`src/core/emd_pkg.sv`:
```
package emd_pkg;

    // Pin widths and piece counter width.
    localparam int ADDR_W = 28;
    localparam int LANE_W = 4;
    localparam int SUB_W = 5;

    // Operand size codes on the transfer size lines.
    localparam logic [1:0] SIZE_LONG = 2'h0;
    localparam logic [1:0] SIZE_BYTE = 2'h1;
    localparam logic [1:0] SIZE_WORD = 2'h2;
    localparam logic [1:0] SIZE_LINE = 2'h3;

    // Bank port size codes.
    localparam logic [1:0] PORT_32 = 2'h0;
    localparam logic [1:0] PORT_8 = 2'h1;
    localparam logic [1:0] PORT_16 = 2'h2;

    // Bank page mode codes.
    localparam logic [1:0] PAGE_NORMAL = 2'h0;
    localparam logic [1:0] PAGE_BURST = 2'h1;
    localparam logic [1:0] PAGE_FAST = 2'h2;

    // Timing word fields: extra row-to-column clocks, extra precharge clocks.
    localparam int TIM_RCD_LSB = 0;
    localparam int TIM_RP_LSB = 2;
    localparam int TIM_FIELD_W = 2;

    // Reset values.
    localparam logic [ADDR_W-1:0] ADDR_RST = 28'h0000000;
    localparam logic [LANE_W-1:0] LANES_NONE = 4'h0;

    // Column address map: low column bits are moved up onto the row pins.
    localparam int ROW_LSB = 9;

    // Sequencer states, one-hot.
    typedef enum logic [7:0] {
        ST_IDLE = 8'h01,
        ST_DECODE = 8'h02,
        ST_WAIT = 8'h04,
        ST_ROW = 8'h08,
        ST_COL = 8'h10,
        ST_ACK = 8'h20,
        ST_PRE = 8'h40,
        ST_TAIL = 8'h80
    } emd_state_type;

endpackage

```
`src/core/emd_decode_if.sv`:
```
`timescale 1ns/1ps
`default_nettype none

interface emd_decode_if;
    import emd_pkg::*;

    // Captured request and bank setup.
    logic [ADDR_W-1:0] addr;
    logic [1:0] size;
    logic [1:0] port_size;
    logic [1:0] page_mode;
    logic [ADDR_W-1:0] bank_base;
    logic [ADDR_W-1:0] bank_mask;
    logic bank_en;
    // Decode results.
    logic hit;
    logic burst_page;
    logic [SUB_W-1:0] sub_count;
    logic [LANE_W-1:0] lanes;
    logic [2:0] step;

    modport seq (output addr, size, port_size, page_mode, bank_base, bank_mask, bank_en,
                 input hit, burst_page, sub_count, lanes, step);
    modport dec (input addr, size, port_size, page_mode, bank_base, bank_mask, bank_en,
                 output hit, burst_page, sub_count, lanes, step);
endinterface

`default_nettype wire

```
`src/core/emd_decoder.sv`:
```
`timescale 1ns/1ps
`default_nettype none

module emd_decoder
    import emd_pkg::*;
#(
    parameter int BANK_LSB = 17
)(
    // Decode request and result.
    emd_decode_if.dec dif
);

    if (BANK_LSB < ROW_LSB || BANK_LSB >= ADDR_W)
    begin : g_chk
        $error("BANK_LSB out of range");
    end

    logic [ADDR_W-1:0] diff;
    logic [4:0] op_bytes;
    logic [1:0] port_log;

    // Hit test ignores masked bits; bits below the bank granule never matter.
    assign diff = (dif.addr ^ dif.bank_base) & ~dif.bank_mask;
    assign dif.hit = dif.bank_en && (diff[ADDR_W-1:BANK_LSB] == '0);

    // Fast page banks are served as burst page for this master.
    assign dif.burst_page = (dif.page_mode != PAGE_NORMAL);

    // Operand width in bytes, port width as log2 of its bytes.
    always_comb
    begin
        op_bytes = 5'h04;
        if (dif.size == SIZE_BYTE)
        begin
            op_bytes = 5'h01;
        end
        else if (dif.size == SIZE_WORD)
        begin
            op_bytes = 5'h02;
        end
        else if (dif.size == SIZE_LINE)
        begin
            op_bytes = 5'h10;
        end
        port_log = 2'h2;
        if (dif.port_size == PORT_8)
        begin
            port_log = 2'h0;
        end
        else if (dif.port_size == PORT_16)
        begin
            port_log = 2'h1;
        end
    end

    // A wider operand than the port becomes a burst of port-wide pieces.
    assign dif.sub_count = ((op_bytes >> port_log) == 5'h00) ? 5'h01 :
        (op_bytes >> port_log);
    assign dif.step = 3'(3'h1 << port_log);

    // Lane 0 is the most significant byte lane.
    always_comb
    begin
        dif.lanes = 4'hf;
        if (port_log == 2'h0)
        begin
            dif.lanes = 4'h1;
        end
        else if (port_log == 2'h1)
        begin
            dif.lanes = (op_bytes == 5'h01) ? 4'(4'h1 << dif.addr[0]) : 4'h3;
        end
        else if (op_bytes == 5'h01)
        begin
            dif.lanes = 4'(4'h1 << dif.addr[1:0]);
        end
        else if (op_bytes == 5'h02)
        begin
            dif.lanes = dif.addr[1] ? 4'hc : 4'h3;
        end
    end

endmodule

`default_nettype wire

```
`src/core/emd_seq.sv`:
```
// Functional notes
// - Capture address and attributes when start sampled
// - Drive captured row address and write strobe
// - Row strobe asserts on following falling edge
// - Rising edge after extra row-to-column clocks: column address, acknowledge driven high
// - Column strobes of active lanes on falling edge
// - Acknowledge asserts one rising edge after column strobe
// - Final end negates strobes, acknowledge, frees address
// - Acknowledge released one clock after negation
// - Wide operand becomes burst from one start
// - Normal burst pieces wait for row precharge
// - Normal burst: five then four clocks fastest
// - Normal burst redrives row, increments column
// - Reads and writes share identical strobe timing
// - Burst page keeps row open, closes after
// - Burst page nonburst behaves as normal mode
// - Fast page bank runs as burst page
// - Mux disabled keeps address bus undriven
// - Refresh waits until this transfer completes
`timescale 1ns/1ps
`default_nettype none

module emd_seq
    import emd_pkg::*;
#(
    parameter int BANK_LSB = 17,
    parameter int RP_CNT_W = 3
)(
    // Clock and reset.
    input wire logic I_CLK,
    input wire logic I_RESET,
    // External master bus.
    input wire logic i_TRANSFER_START_N,
    input wire logic i_READ,
    input wire logic [1:0] i_TRANSFER_SIZE,
    input wire logic [ADDR_W-1:0] i_A,
    output logic [ADDR_W-1:0] o_A,
    output logic o_A_OE,
    output logic o_TRANSFER_ACK_N,
    output logic o_TRANSFER_ACK_OE,
    // DRAM strobes.
    output logic o_RAS_N,
    output logic [LANE_W-1:0] o_CAS_N,
    output logic o_DRAM_WRITE_N,
    // Bank setup and timing.
    input wire logic i_BANK_EN,
    input wire logic [ADDR_W-1:0] i_BANK_BASE,
    input wire logic [ADDR_W-1:0] i_BANK_MASK,
    input wire logic [1:0] i_PORT_SIZE,
    input wire logic [1:0] i_PAGE_MODE,
    input wire logic [3:0] i_DRAM_TIMING_REG,
    input wire logic i_EXT_ADDR_MUX_ENABLE,
    // Refresh controller handshake.
    input wire logic i_REFRESH_ACTIVE,
    output logic o_REFRESH_HOLD
);

    if (RP_CNT_W < TIM_FIELD_W)
    begin : g_chk
        $error("RP_CNT_W too narrow for precharge field");
    end

    emd_decode_if dif ();

    emd_state_type state_q;
    logic [ADDR_W-1:0] addr_q;
    logic read_q;
    logic [1:0] size_q;
    logic [SUB_W-1:0] sub_left_q;
    logic [TIM_FIELD_W-1:0] wait_q;
    logic [RP_CNT_W-1:0] rp_cnt_q;
    logic ras_en_q;
    logic ras_tok_q;
    logic ras_seen_q;
    logic cas_en_q;
    logic cas_tok_q;
    logic cas_seen_q;
    logic [LANE_W-1:0] lanes_q;
    logic burst_page_q;
    logic [2:0] step_q;
    logic [TIM_FIELD_W-1:0] rcd_extra;
    logic [TIM_FIELD_W-1:0] rp_extra;
    logic prech_met;
    logic start_ok;
    logic ts_seen;
    logic last_sub;

    // Decoder sees the captured address and size, never the live request pins.
    assign dif.addr = addr_q;
    assign dif.size = size_q;
    assign dif.port_size = i_PORT_SIZE;
    assign dif.page_mode = i_PAGE_MODE;
    assign dif.bank_base = i_BANK_BASE;
    assign dif.bank_mask = i_BANK_MASK;
    assign dif.bank_en = i_BANK_EN;

    emd_decoder #(
        .BANK_LSB(BANK_LSB)
    ) u_dec (
        .dif(dif)
    );

    // Timing fields and start conditions.
    assign rcd_extra = i_DRAM_TIMING_REG[TIM_RCD_LSB +: TIM_FIELD_W];
    assign rp_extra = i_DRAM_TIMING_REG[TIM_RP_LSB +: TIM_FIELD_W];
    assign prech_met = (rp_cnt_q >= RP_CNT_W'(rp_extra));
    assign start_ok = prech_met && !i_REFRESH_ACTIVE;
    assign ts_seen = !i_TRANSFER_START_N;
    assign last_sub = (sub_left_q == 5'h01);

    // Column address: low address bits move onto the row pins.
    function automatic logic [ADDR_W-1:0] col_addr(input logic [ADDR_W-1:0] a);
        col_addr = {a[ADDR_W-ROW_LSB-1:0], a[ROW_LSB-1:0]};
    endfunction

    // Main sequencer. Reads and writes walk the same states; only the
    // write strobe level differs, the data bus is never touched here.
    always_ff @(posedge I_CLK)
    begin
        if (I_RESET)
        begin
            state_q <= ST_IDLE;
            addr_q <= ADDR_RST;
            read_q <= 1'b1;
            size_q <= SIZE_LONG;
            sub_left_q <= '0;
            wait_q <= '0;
        end
        else
        begin
            case (state_q)
                ST_IDLE:
                begin
                    if (ts_seen)
                    begin
                        addr_q <= i_A;
                        read_q <= i_READ;
                        size_q <= i_TRANSFER_SIZE;
                        state_q <= ST_DECODE;
                    end
                end
                ST_DECODE:
                begin
                    sub_left_q <= dif.sub_count;
                    wait_q <= rcd_extra;
                    if (!dif.hit)
                    begin
                        state_q <= ST_IDLE;
                    end
                    else if (start_ok)
                    begin
                        state_q <= ST_ROW;
                    end
                    else
                    begin
                        state_q <= ST_WAIT;
                    end
                end
                ST_WAIT:
                begin
                    if (start_ok)
                    begin
                        state_q <= ST_ROW;
                    end
                end
                ST_ROW:
                begin
                    if (wait_q == '0)
                    begin
                        state_q <= ST_COL;
                    end
                    else
                    begin
                        wait_q <= wait_q - 2'h1;
                    end
                end
                ST_COL:
                begin
                    state_q <= ST_ACK;
                end
                ST_ACK:
                begin
                    sub_left_q <= sub_left_q - 5'h01;
                    wait_q <= rcd_extra;
                    if (!last_sub)
                    begin
                        addr_q <= addr_q + ADDR_W'(step_q);
                    end
                    if (last_sub)
                    begin
                        state_q <= ST_TAIL;
                    end
                    else if (burst_page_q)
                    begin
                        state_q <= ST_COL;
                    end
                    else
                    begin
                        state_q <= ST_PRE;
                    end
                end
                ST_PRE:
                begin
                    if (prech_met)
                    begin
                        state_q <= ST_ROW;
                    end
                end
                ST_TAIL:
                begin
                    // A start may arrive right after the address release.
                    if (ts_seen)
                    begin
                        addr_q <= i_A;
                        read_q <= i_READ;
                        size_q <= i_TRANSFER_SIZE;
                        state_q <= ST_DECODE;
                    end
                    else
                    begin
                        state_q <= ST_IDLE;
                    end
                end
                default:
                begin
                    state_q <= ST_IDLE;
                end
            endcase
        end
    end

    // Bank attributes are frozen for the whole transfer.
    always_ff @(posedge I_CLK)
    begin
        if (I_RESET)
        begin
            lanes_q <= LANES_NONE;
            burst_page_q <= 1'b0;
            step_q <= 3'h1;
        end
        else if (state_q == ST_DECODE)
        begin
            lanes_q <= dif.lanes;
            burst_page_q <= dif.burst_page && (dif.sub_count != 5'h01);
            step_q <= dif.step;
        end
    end

    // Address pins: row first, column one clock plus the extra row-to-column clocks later, released at the end.
    always_ff @(posedge I_CLK)
    begin
        if (I_RESET)
        begin
            o_A <= ADDR_RST;
            o_A_OE <= 1'b0;
        end
        else if ((state_q == ST_DECODE && dif.hit && start_ok) ||
                 (state_q == ST_WAIT && start_ok))
        begin
            o_A <= addr_q;
            o_A_OE <= i_EXT_ADDR_MUX_ENABLE;
        end
        else if (state_q == ST_ROW && wait_q == '0)
        begin
            o_A <= col_addr(addr_q);
        end
        else if (state_q == ST_ACK)
        begin
            if (last_sub)
            begin
                o_A_OE <= 1'b0;
            end
            else if (burst_page_q)
            begin
                o_A <= col_addr(addr_q + ADDR_W'(step_q));
            end
            else
            begin
                o_A <= addr_q + ADDR_W'(step_q);
            end
        end
    end

    // Write strobe follows direction; identical timing for both.
    always_ff @(posedge I_CLK)
    begin
        if (I_RESET)
        begin
            o_DRAM_WRITE_N <= 1'b1;
        end
        else if (state_q == ST_DECODE && dif.hit)
        begin
            o_DRAM_WRITE_N <= read_q;
        end
        else if (state_q == ST_TAIL || state_q == ST_IDLE)
        begin
            o_DRAM_WRITE_N <= 1'b1;
        end
    end

    // Acknowledge: driven high at column time, low for one clock, then
    // driven high one clock more before release.
    always_ff @(posedge I_CLK)
    begin
        if (I_RESET)
        begin
            o_TRANSFER_ACK_N <= 1'b1;
            o_TRANSFER_ACK_OE <= 1'b0;
        end
        else if (state_q == ST_ROW && wait_q == '0)
        begin
            o_TRANSFER_ACK_N <= 1'b1;
            o_TRANSFER_ACK_OE <= 1'b1;
        end
        else if (state_q == ST_COL)
        begin
            o_TRANSFER_ACK_N <= 1'b0;
        end
        else if (state_q == ST_ACK)
        begin
            o_TRANSFER_ACK_N <= 1'b1;
        end
        else if (state_q == ST_TAIL)
        begin
            o_TRANSFER_ACK_OE <= 1'b0;
        end
    end

    // Row strobe request. Each new assertion flips a token so the
    // falling-edge half can tell a fresh request from a stale one.
    always_ff @(posedge I_CLK)
    begin
        if (I_RESET)
        begin
            ras_en_q <= 1'b0;
            ras_tok_q <= 1'b0;
        end
        else if (state_q == ST_DECODE ? (dif.hit && start_ok) :
                 (state_q == ST_WAIT && start_ok) || (state_q == ST_PRE && prech_met))
        begin
            ras_en_q <= 1'b1;
            ras_tok_q <= !ras_tok_q;
        end
        else if (state_q == ST_ACK && (last_sub || !burst_page_q))
        begin
            ras_en_q <= 1'b0;
        end
    end

    // Column strobe request, with its own token for page-mode gaps.
    always_ff @(posedge I_CLK)
    begin
        if (I_RESET)
        begin
            cas_en_q <= 1'b0;
            cas_tok_q <= 1'b0;
        end
        else if (state_q == ST_ROW && wait_q == '0)
        begin
            cas_en_q <= 1'b1;
            cas_tok_q <= !cas_tok_q;
        end
        else if (state_q == ST_ACK)
        begin
            cas_en_q <= !last_sub && burst_page_q;
            cas_tok_q <= !cas_tok_q;
        end
    end

    // Falling-edge halves: strobes assert half a clock after the request.
    always_ff @(negedge I_CLK)
    begin
        if (I_RESET)
        begin
            ras_seen_q <= 1'b0;
            cas_seen_q <= 1'b0;
        end
        else
        begin
            ras_seen_q <= ras_tok_q;
            cas_seen_q <= cas_tok_q;
        end
    end

    // Strobes assert on a falling edge and negate on a rising edge, so each
    // is the match of two flops of opposite edges rather than a single flop.
    assign o_RAS_N = !(ras_en_q && (ras_seen_q == ras_tok_q));
    assign o_CAS_N = (cas_en_q && (cas_seen_q == cas_tok_q)) ? ~lanes_q : 4'hf;

    // Precharge counter restarts at every row negation and during refresh.
    always_ff @(posedge I_CLK)
    begin
        if (I_RESET)
        begin
            rp_cnt_q <= '1;
        end
        else if ((ras_en_q && state_q == ST_ACK && (last_sub || !burst_page_q)) ||
                 i_REFRESH_ACTIVE)
        begin
            rp_cnt_q <= '0;
        end
        else if (rp_cnt_q != '1)
        begin
            rp_cnt_q <= rp_cnt_q + 1'b1;
        end
    end

    // Refresh is held off from the decode of a hit, one clock after capture, until the final piece ends.
    always_ff @(posedge I_CLK)
    begin
        if (I_RESET)
        begin
            o_REFRESH_HOLD <= 1'b0;
        end
        else if (state_q == ST_DECODE)
        begin
            o_REFRESH_HOLD <= dif.hit;
        end
        else if (state_q == ST_ACK && last_sub)
        begin
            o_REFRESH_HOLD <= 1'b0;
        end
    end

endmodule

`default_nettype wire

```
`config.mk`:
```
export PLATFORM = sky130hd
export DESIGN_NAME = emd_seq
export DESIGN_NICKNAME = d
export VERILOG_FILES = /design/src/core/emd_pkg.sv /design/src/core/emd_decode_if.sv /design/src/core/emd_decoder.sv /design/src/core/emd_seq.sv
export SDC_FILE = /design/constraint.sdc
export NUM_CORES = 1
export LEC_CHECK = 0
export BUFFER_PORTS_ARGS = -buffer_cell sky130_fd_sc_hd__buf_2
export CAP_MARGIN = 10
export CORE_ASPECT_RATIO = 0.5
export CORE_MARGIN = 2
export CORE_UTILIZATION = 27
export CTS_BUF_LIST = sky130_fd_sc_hd__clkbuf_8 sky130_fd_sc_hd__clkbuf_16
export DETAILED_ROUTE_END_ITERATION = 16
export GPL_TIMING_DRIVEN = 0
export HOLD_SLACK_MARGIN = 0.08
export PLACE_DENSITY = 0.51
export SETUP_SLACK_MARGIN = 0.5
export SLEW_MARGIN = 20
export SYNTH_ARGS = -nofsm -noshare
export SYNTH_HDL_FRONTEND = slang
export SYNTH_HIERARCHICAL = 1
export SYNTH_SLANG_ARGS = --single-unit
```
`constraint.sdc`:
```
create_clock -name I_CLK -period 2.7 [get_ports I_CLK]
set_clock_uncertainty 0.05 [all_clocks]
set_input_delay 0.405 -clock I_CLK [delete_from_list [all_inputs] [get_ports I_CLK]]
set_output_delay 0.405 -clock I_CLK [all_outputs]
set_load 0.03 [all_outputs]
```
Yosys cells after proc, flatten, opt, wreduce, memory -nomap -nowiden
Index checks and enable logic that the tools add are counted.
- $add $sub $neg: 4
- bitwise operators: 5
- mux-type cells: 57
- shifts and indexed selects: 4
- eq/ne operators: 32
- reduce and logical (&&, ||, !) cells: 55
- magnitude comparators: 1
- operators by type and width (cell ; number):
    two-way mux 28 bit ; 7
    one-hot mux 8 bit (8 select lines) ; 1
    one-hot mux 28 bit (2 select lines) ; 1
    two-way mux 8 bit ; 5
    two-way mux 4 bit ; 9
    adder 28 x 3 -> 28 bit ; 1
    AND 28 bit ; 1
    NOT 28 bit ; 1
    bitwise XOR 28 bit ; 1
    nonzero test 2 bit ; 13
    two-way mux 1 bit ; 21
    two-way mux 5 bit ; 4
    logical AND 1 bit ; 16
    inequality test 2 bit, second input constant ; 7
    logical NOT 11 bit ; 1
    equality test 5 x 1 -> 1 bit, second input constant ; 2
    one-hot mux 5 bit (2 select lines) ; 1
    AND reduction 3 bit ; 3
    equality test 8 x 1 -> 1 bit, second input constant ; 1
    equality test 8 x 2 -> 1 bit, second input constant ; 1
    equality test 8 x 3 -> 1 bit, second input constant ; 1
    equality test 8 x 4 -> 1 bit, second input constant ; 1
    equality test 8 x 5 -> 1 bit, second input constant ; 1
    equality test 8 x 6 -> 1 bit, second input constant ; 1
    32 further kinds ; 57
- output and inout port bits: 38
- input bits: 101
- logic and storage cells: 180
- register bits after elaboration: 96

Longest topological paths before layout
- depth after elaboration: 9
- gate-level depth with buffers: 10
- depth with buffers taken out: 9

Modules after synthesis
Netlist, hierarchy kept.
- by module, submodules not included (module ; area an instance (µm²) ; cells an instance ; sequential area each (µm²) ; times used):
    emd_seq ; 5672.9 ; 744 ; 1921.8 ; 1
    emd_decoder ; 324.1 ; 46 ; 0.0 ; 1

==> results_dict.tcl <==
set metrics [dict create \
    core_area_um2 21700 \
    r2r-start "addr_q[27]" \
    leakage_uw 0.00387 \
    drive_above_1_share 0.503 \
    tightest_slew_ns 1.03 \
    rsz0062_at_grt "yes" \
    whs_path_depth 3 \
    portBuffers 103 \
    insertion_delay_ns 0.36 \
    drt_iter0_markers 628 \
    wl_per_cell_um 21.9 \
    ff_latch_area_um2 1970 \
    power-per-cell-area_nw_per_um2 377 \
    root_buffer "clkbuf_16" \
    hold_viol 0 \
    synth_largest_area_cell "dfxtp_1" \
    synth_cell_types 69 \
    finalSetupViolCount 5 \
    clockBufferDepth 2 \
    initial_utilization 0.276 \
    wl_mm 28.5 \
    violations "negative setup slack" \
    clkTransAtPathRegs_ns 0.07 \
    hold_path_class "input port to register" \
    ant_nets 0 \
    antenna_cells 0 \
    synthTopCellsByArea "dfxtp_1, nand2_1, a21oi_1, xnor2_1, nor2_1" \
    slew_headroom 0.313 \
    grt_start_max_net_pins 18 \
    drc 0 \
    synth-seq-cells 96 \
    yosysWarnings 6 \
    grt_first_pass_wirelength_mm 41.5 \
    grt_pass1_vias 6942 \
    synth.top_cell.area_share 0.320 \
    vdd_ir_drop_max_mv 0.264 \
    nFillCells 2071 \
    areaGrowthSynthToFinish_pct 68.1 \
    worstSetupPathType "register to output port" \
    via_count 7227 \
    dieHeight_um 109 \
    finalPower_uw 3800 \
    multiInputGateArea_um2 5210 \
    async_flop_share 0 \
    finalWeightedCongestion 0.936 \
    crit_required_ns 2.25 \
    r2r_cells 12 \
    die_w_um 215 \
    layout_setup_ws_ns -0.389 \
    syn_area_um2 6000 \
    worstPathArrival_ns 2.63 \
    reg2reg_to "o_A[10]" \
    hold_path_startpoint "i_READ" \
    path_max_fanout 4 \
    rows 38 \
    numCtsBuffers 9 \
    grt_overflow_total 0 \
    clkSinkCount 96 \
    ios 139 \
    end_kind "output port" \
    antenna_found_initial 0 \
    reg2reg_setup_slack_ns 0.07 \
    grt.total_usage 0.236 \
    mostFrequentLayoutCells "buf_2, dfxtp_1, nand2_1, nor2_1" \
    startpoint_type "register" \
    whs_endpoint "read_q" \
    synth_edf_count 0 \
    viasPerCell 5.55 \
    layout.cells.most_common "buf_2" \
    cts_max_level 3 \
    finalNetCount 1112 \
    outcome "finished, violations left" \
    dp_hpwl_mm 18.9 \
    dieArea_um2 23500 \
    dominantRegCellSynth "dfxtp_1" \
    slew_violations 0 \
    syn_nets 905 \
    maxCapViolCount 0 \
    yosysSeqAreaShare 0.320 \
    avgSynthCellArea_um2 7.59 \
    cts_tree "built" \
    preCtsSetupSlack_ns -0.497 \
    first_pass_iters 5 \
    syn_inst 790 \
]
==> timing repair <==
action | 4_1_cts | 5_1_grt
endpoints found under the setup margin | 95 | 96
pin swaps | 114 | 57
hold buffers | 0 | 0
buffers inserted | 62 | 20
gates cloned | 10 | 0
resized for setup | 317 | 121
==> routing by layer <==
metal  vias up  routed length [µm]  GRT usage
met5         -                   0          0
met4         0                 869     0.0947
met3        65                2100     0.0523
met2       335               12800      0.378
met1      3519               12700      0.312
li1       3308                   -          -
==> worst max-delay path, cell delays in order, from the launching register on <==
cell     delay [ns]
dfxtp_2        0.31
xnor2_2        0.12
and2_4         0.24
nand2_4        0.06
buf_6          0.13
==> cell usage after synthesis (all sizes together) (9+ instances only) <==
library cell	number
nor3	27
mux2	10
xnor2	30
nor2	70
dfxtp	96
a21oi	66
mux2i	10
xor2	9
nand2	97
nand3	31
a22oi	17
o211ai	14
inv	20
a31oi	9
a211oi	19
o21ai	49
clkbuf	43
o22ai	12
buf	15
ha	13
==> state kept, by name, indices dropped and copies added, names as in the netlist, 2 cells and up <==
signal      count
addr_q         28
dif.size        2
lanes_q         4
o_A            28
rp_cnt_q        3
state_q         8
step_q          3
sub_left_q      5
wait_q          2
==> worst max path at each step <==
stage / startpoint / to / slack, ns / depth (start not counted)
finish: cas_seen_q / o_CAS_N[0] / -0.39 / 4
global placement: addr_q[25] / o_A[12] / -0.49 / 10
global route: cas_seen_q / o_CAS_N[0] / -0.44 / 4
detailed placement: addr_q[25] / o_A[12] / -0.50 / 10
floorplan: cas_seen_q / o_CAS_N[0] / 0.18 / 3
CTS: cas_seen_q / o_CAS_N[0] / -0.42 / 4
==> cell families (layout without fill, tap and decap cells) <==
kind of cell | after synthesis | count (layout) | synth area share
AND/OR/NAND/NOR | 308 | 309 | 0.251
AO/OA/AOI/OAI | 235 | 235 | 0.252
flip-flops | 96 | 96 | 0.320
buffers and inverters | 78 | 289 | 0.0532
XOR/XNOR | 39 | 39 | 0.0570
multiplexers | 20 | 20 | 0.0355
adder cells (fa/ha/maj) | 14 | 14 | 0.0305
==> cell type report <==
class,count,area share
multi-input cells,617,0.517
well taps,300,0.0372
clock buffers,9,0.0223
flip-flops and latches,96,0.196
repair buffers,194,0.159
inverters,19,0.00708
plain buffers,58,0.0554
clock inverters,9,0.00608
==> where the power goes <==
group / total, µW / internal [µW] / switching, µW
Sequential: 1530 / 1460 / 70.4
Clock: 1310 / 643 / 662
Combinational: 965 / 434 / 531
==> per-stage QoR <==
step / TNS, ns / cell area (µm²) / hold slack [ns] / util / std cells
after floorplan: 0 / 6320 / 0.390 / - / 790
after global placement: -13.06 / 7210 / 0.394 / 0.332 / 1193
after detailed placement: -14.09 / 7210 / 0.397 / 0.332 / 1193
after CTS: -1.89 / 9420 / 0.218 / 0.433 / 1282
after global routing: -1.96 / 10100 / 0.223 / 0.464 / 1302
final: -1.75 / 10100 / 0.220 / 0.464 / 1302
(Power assumes the default switching activity.)
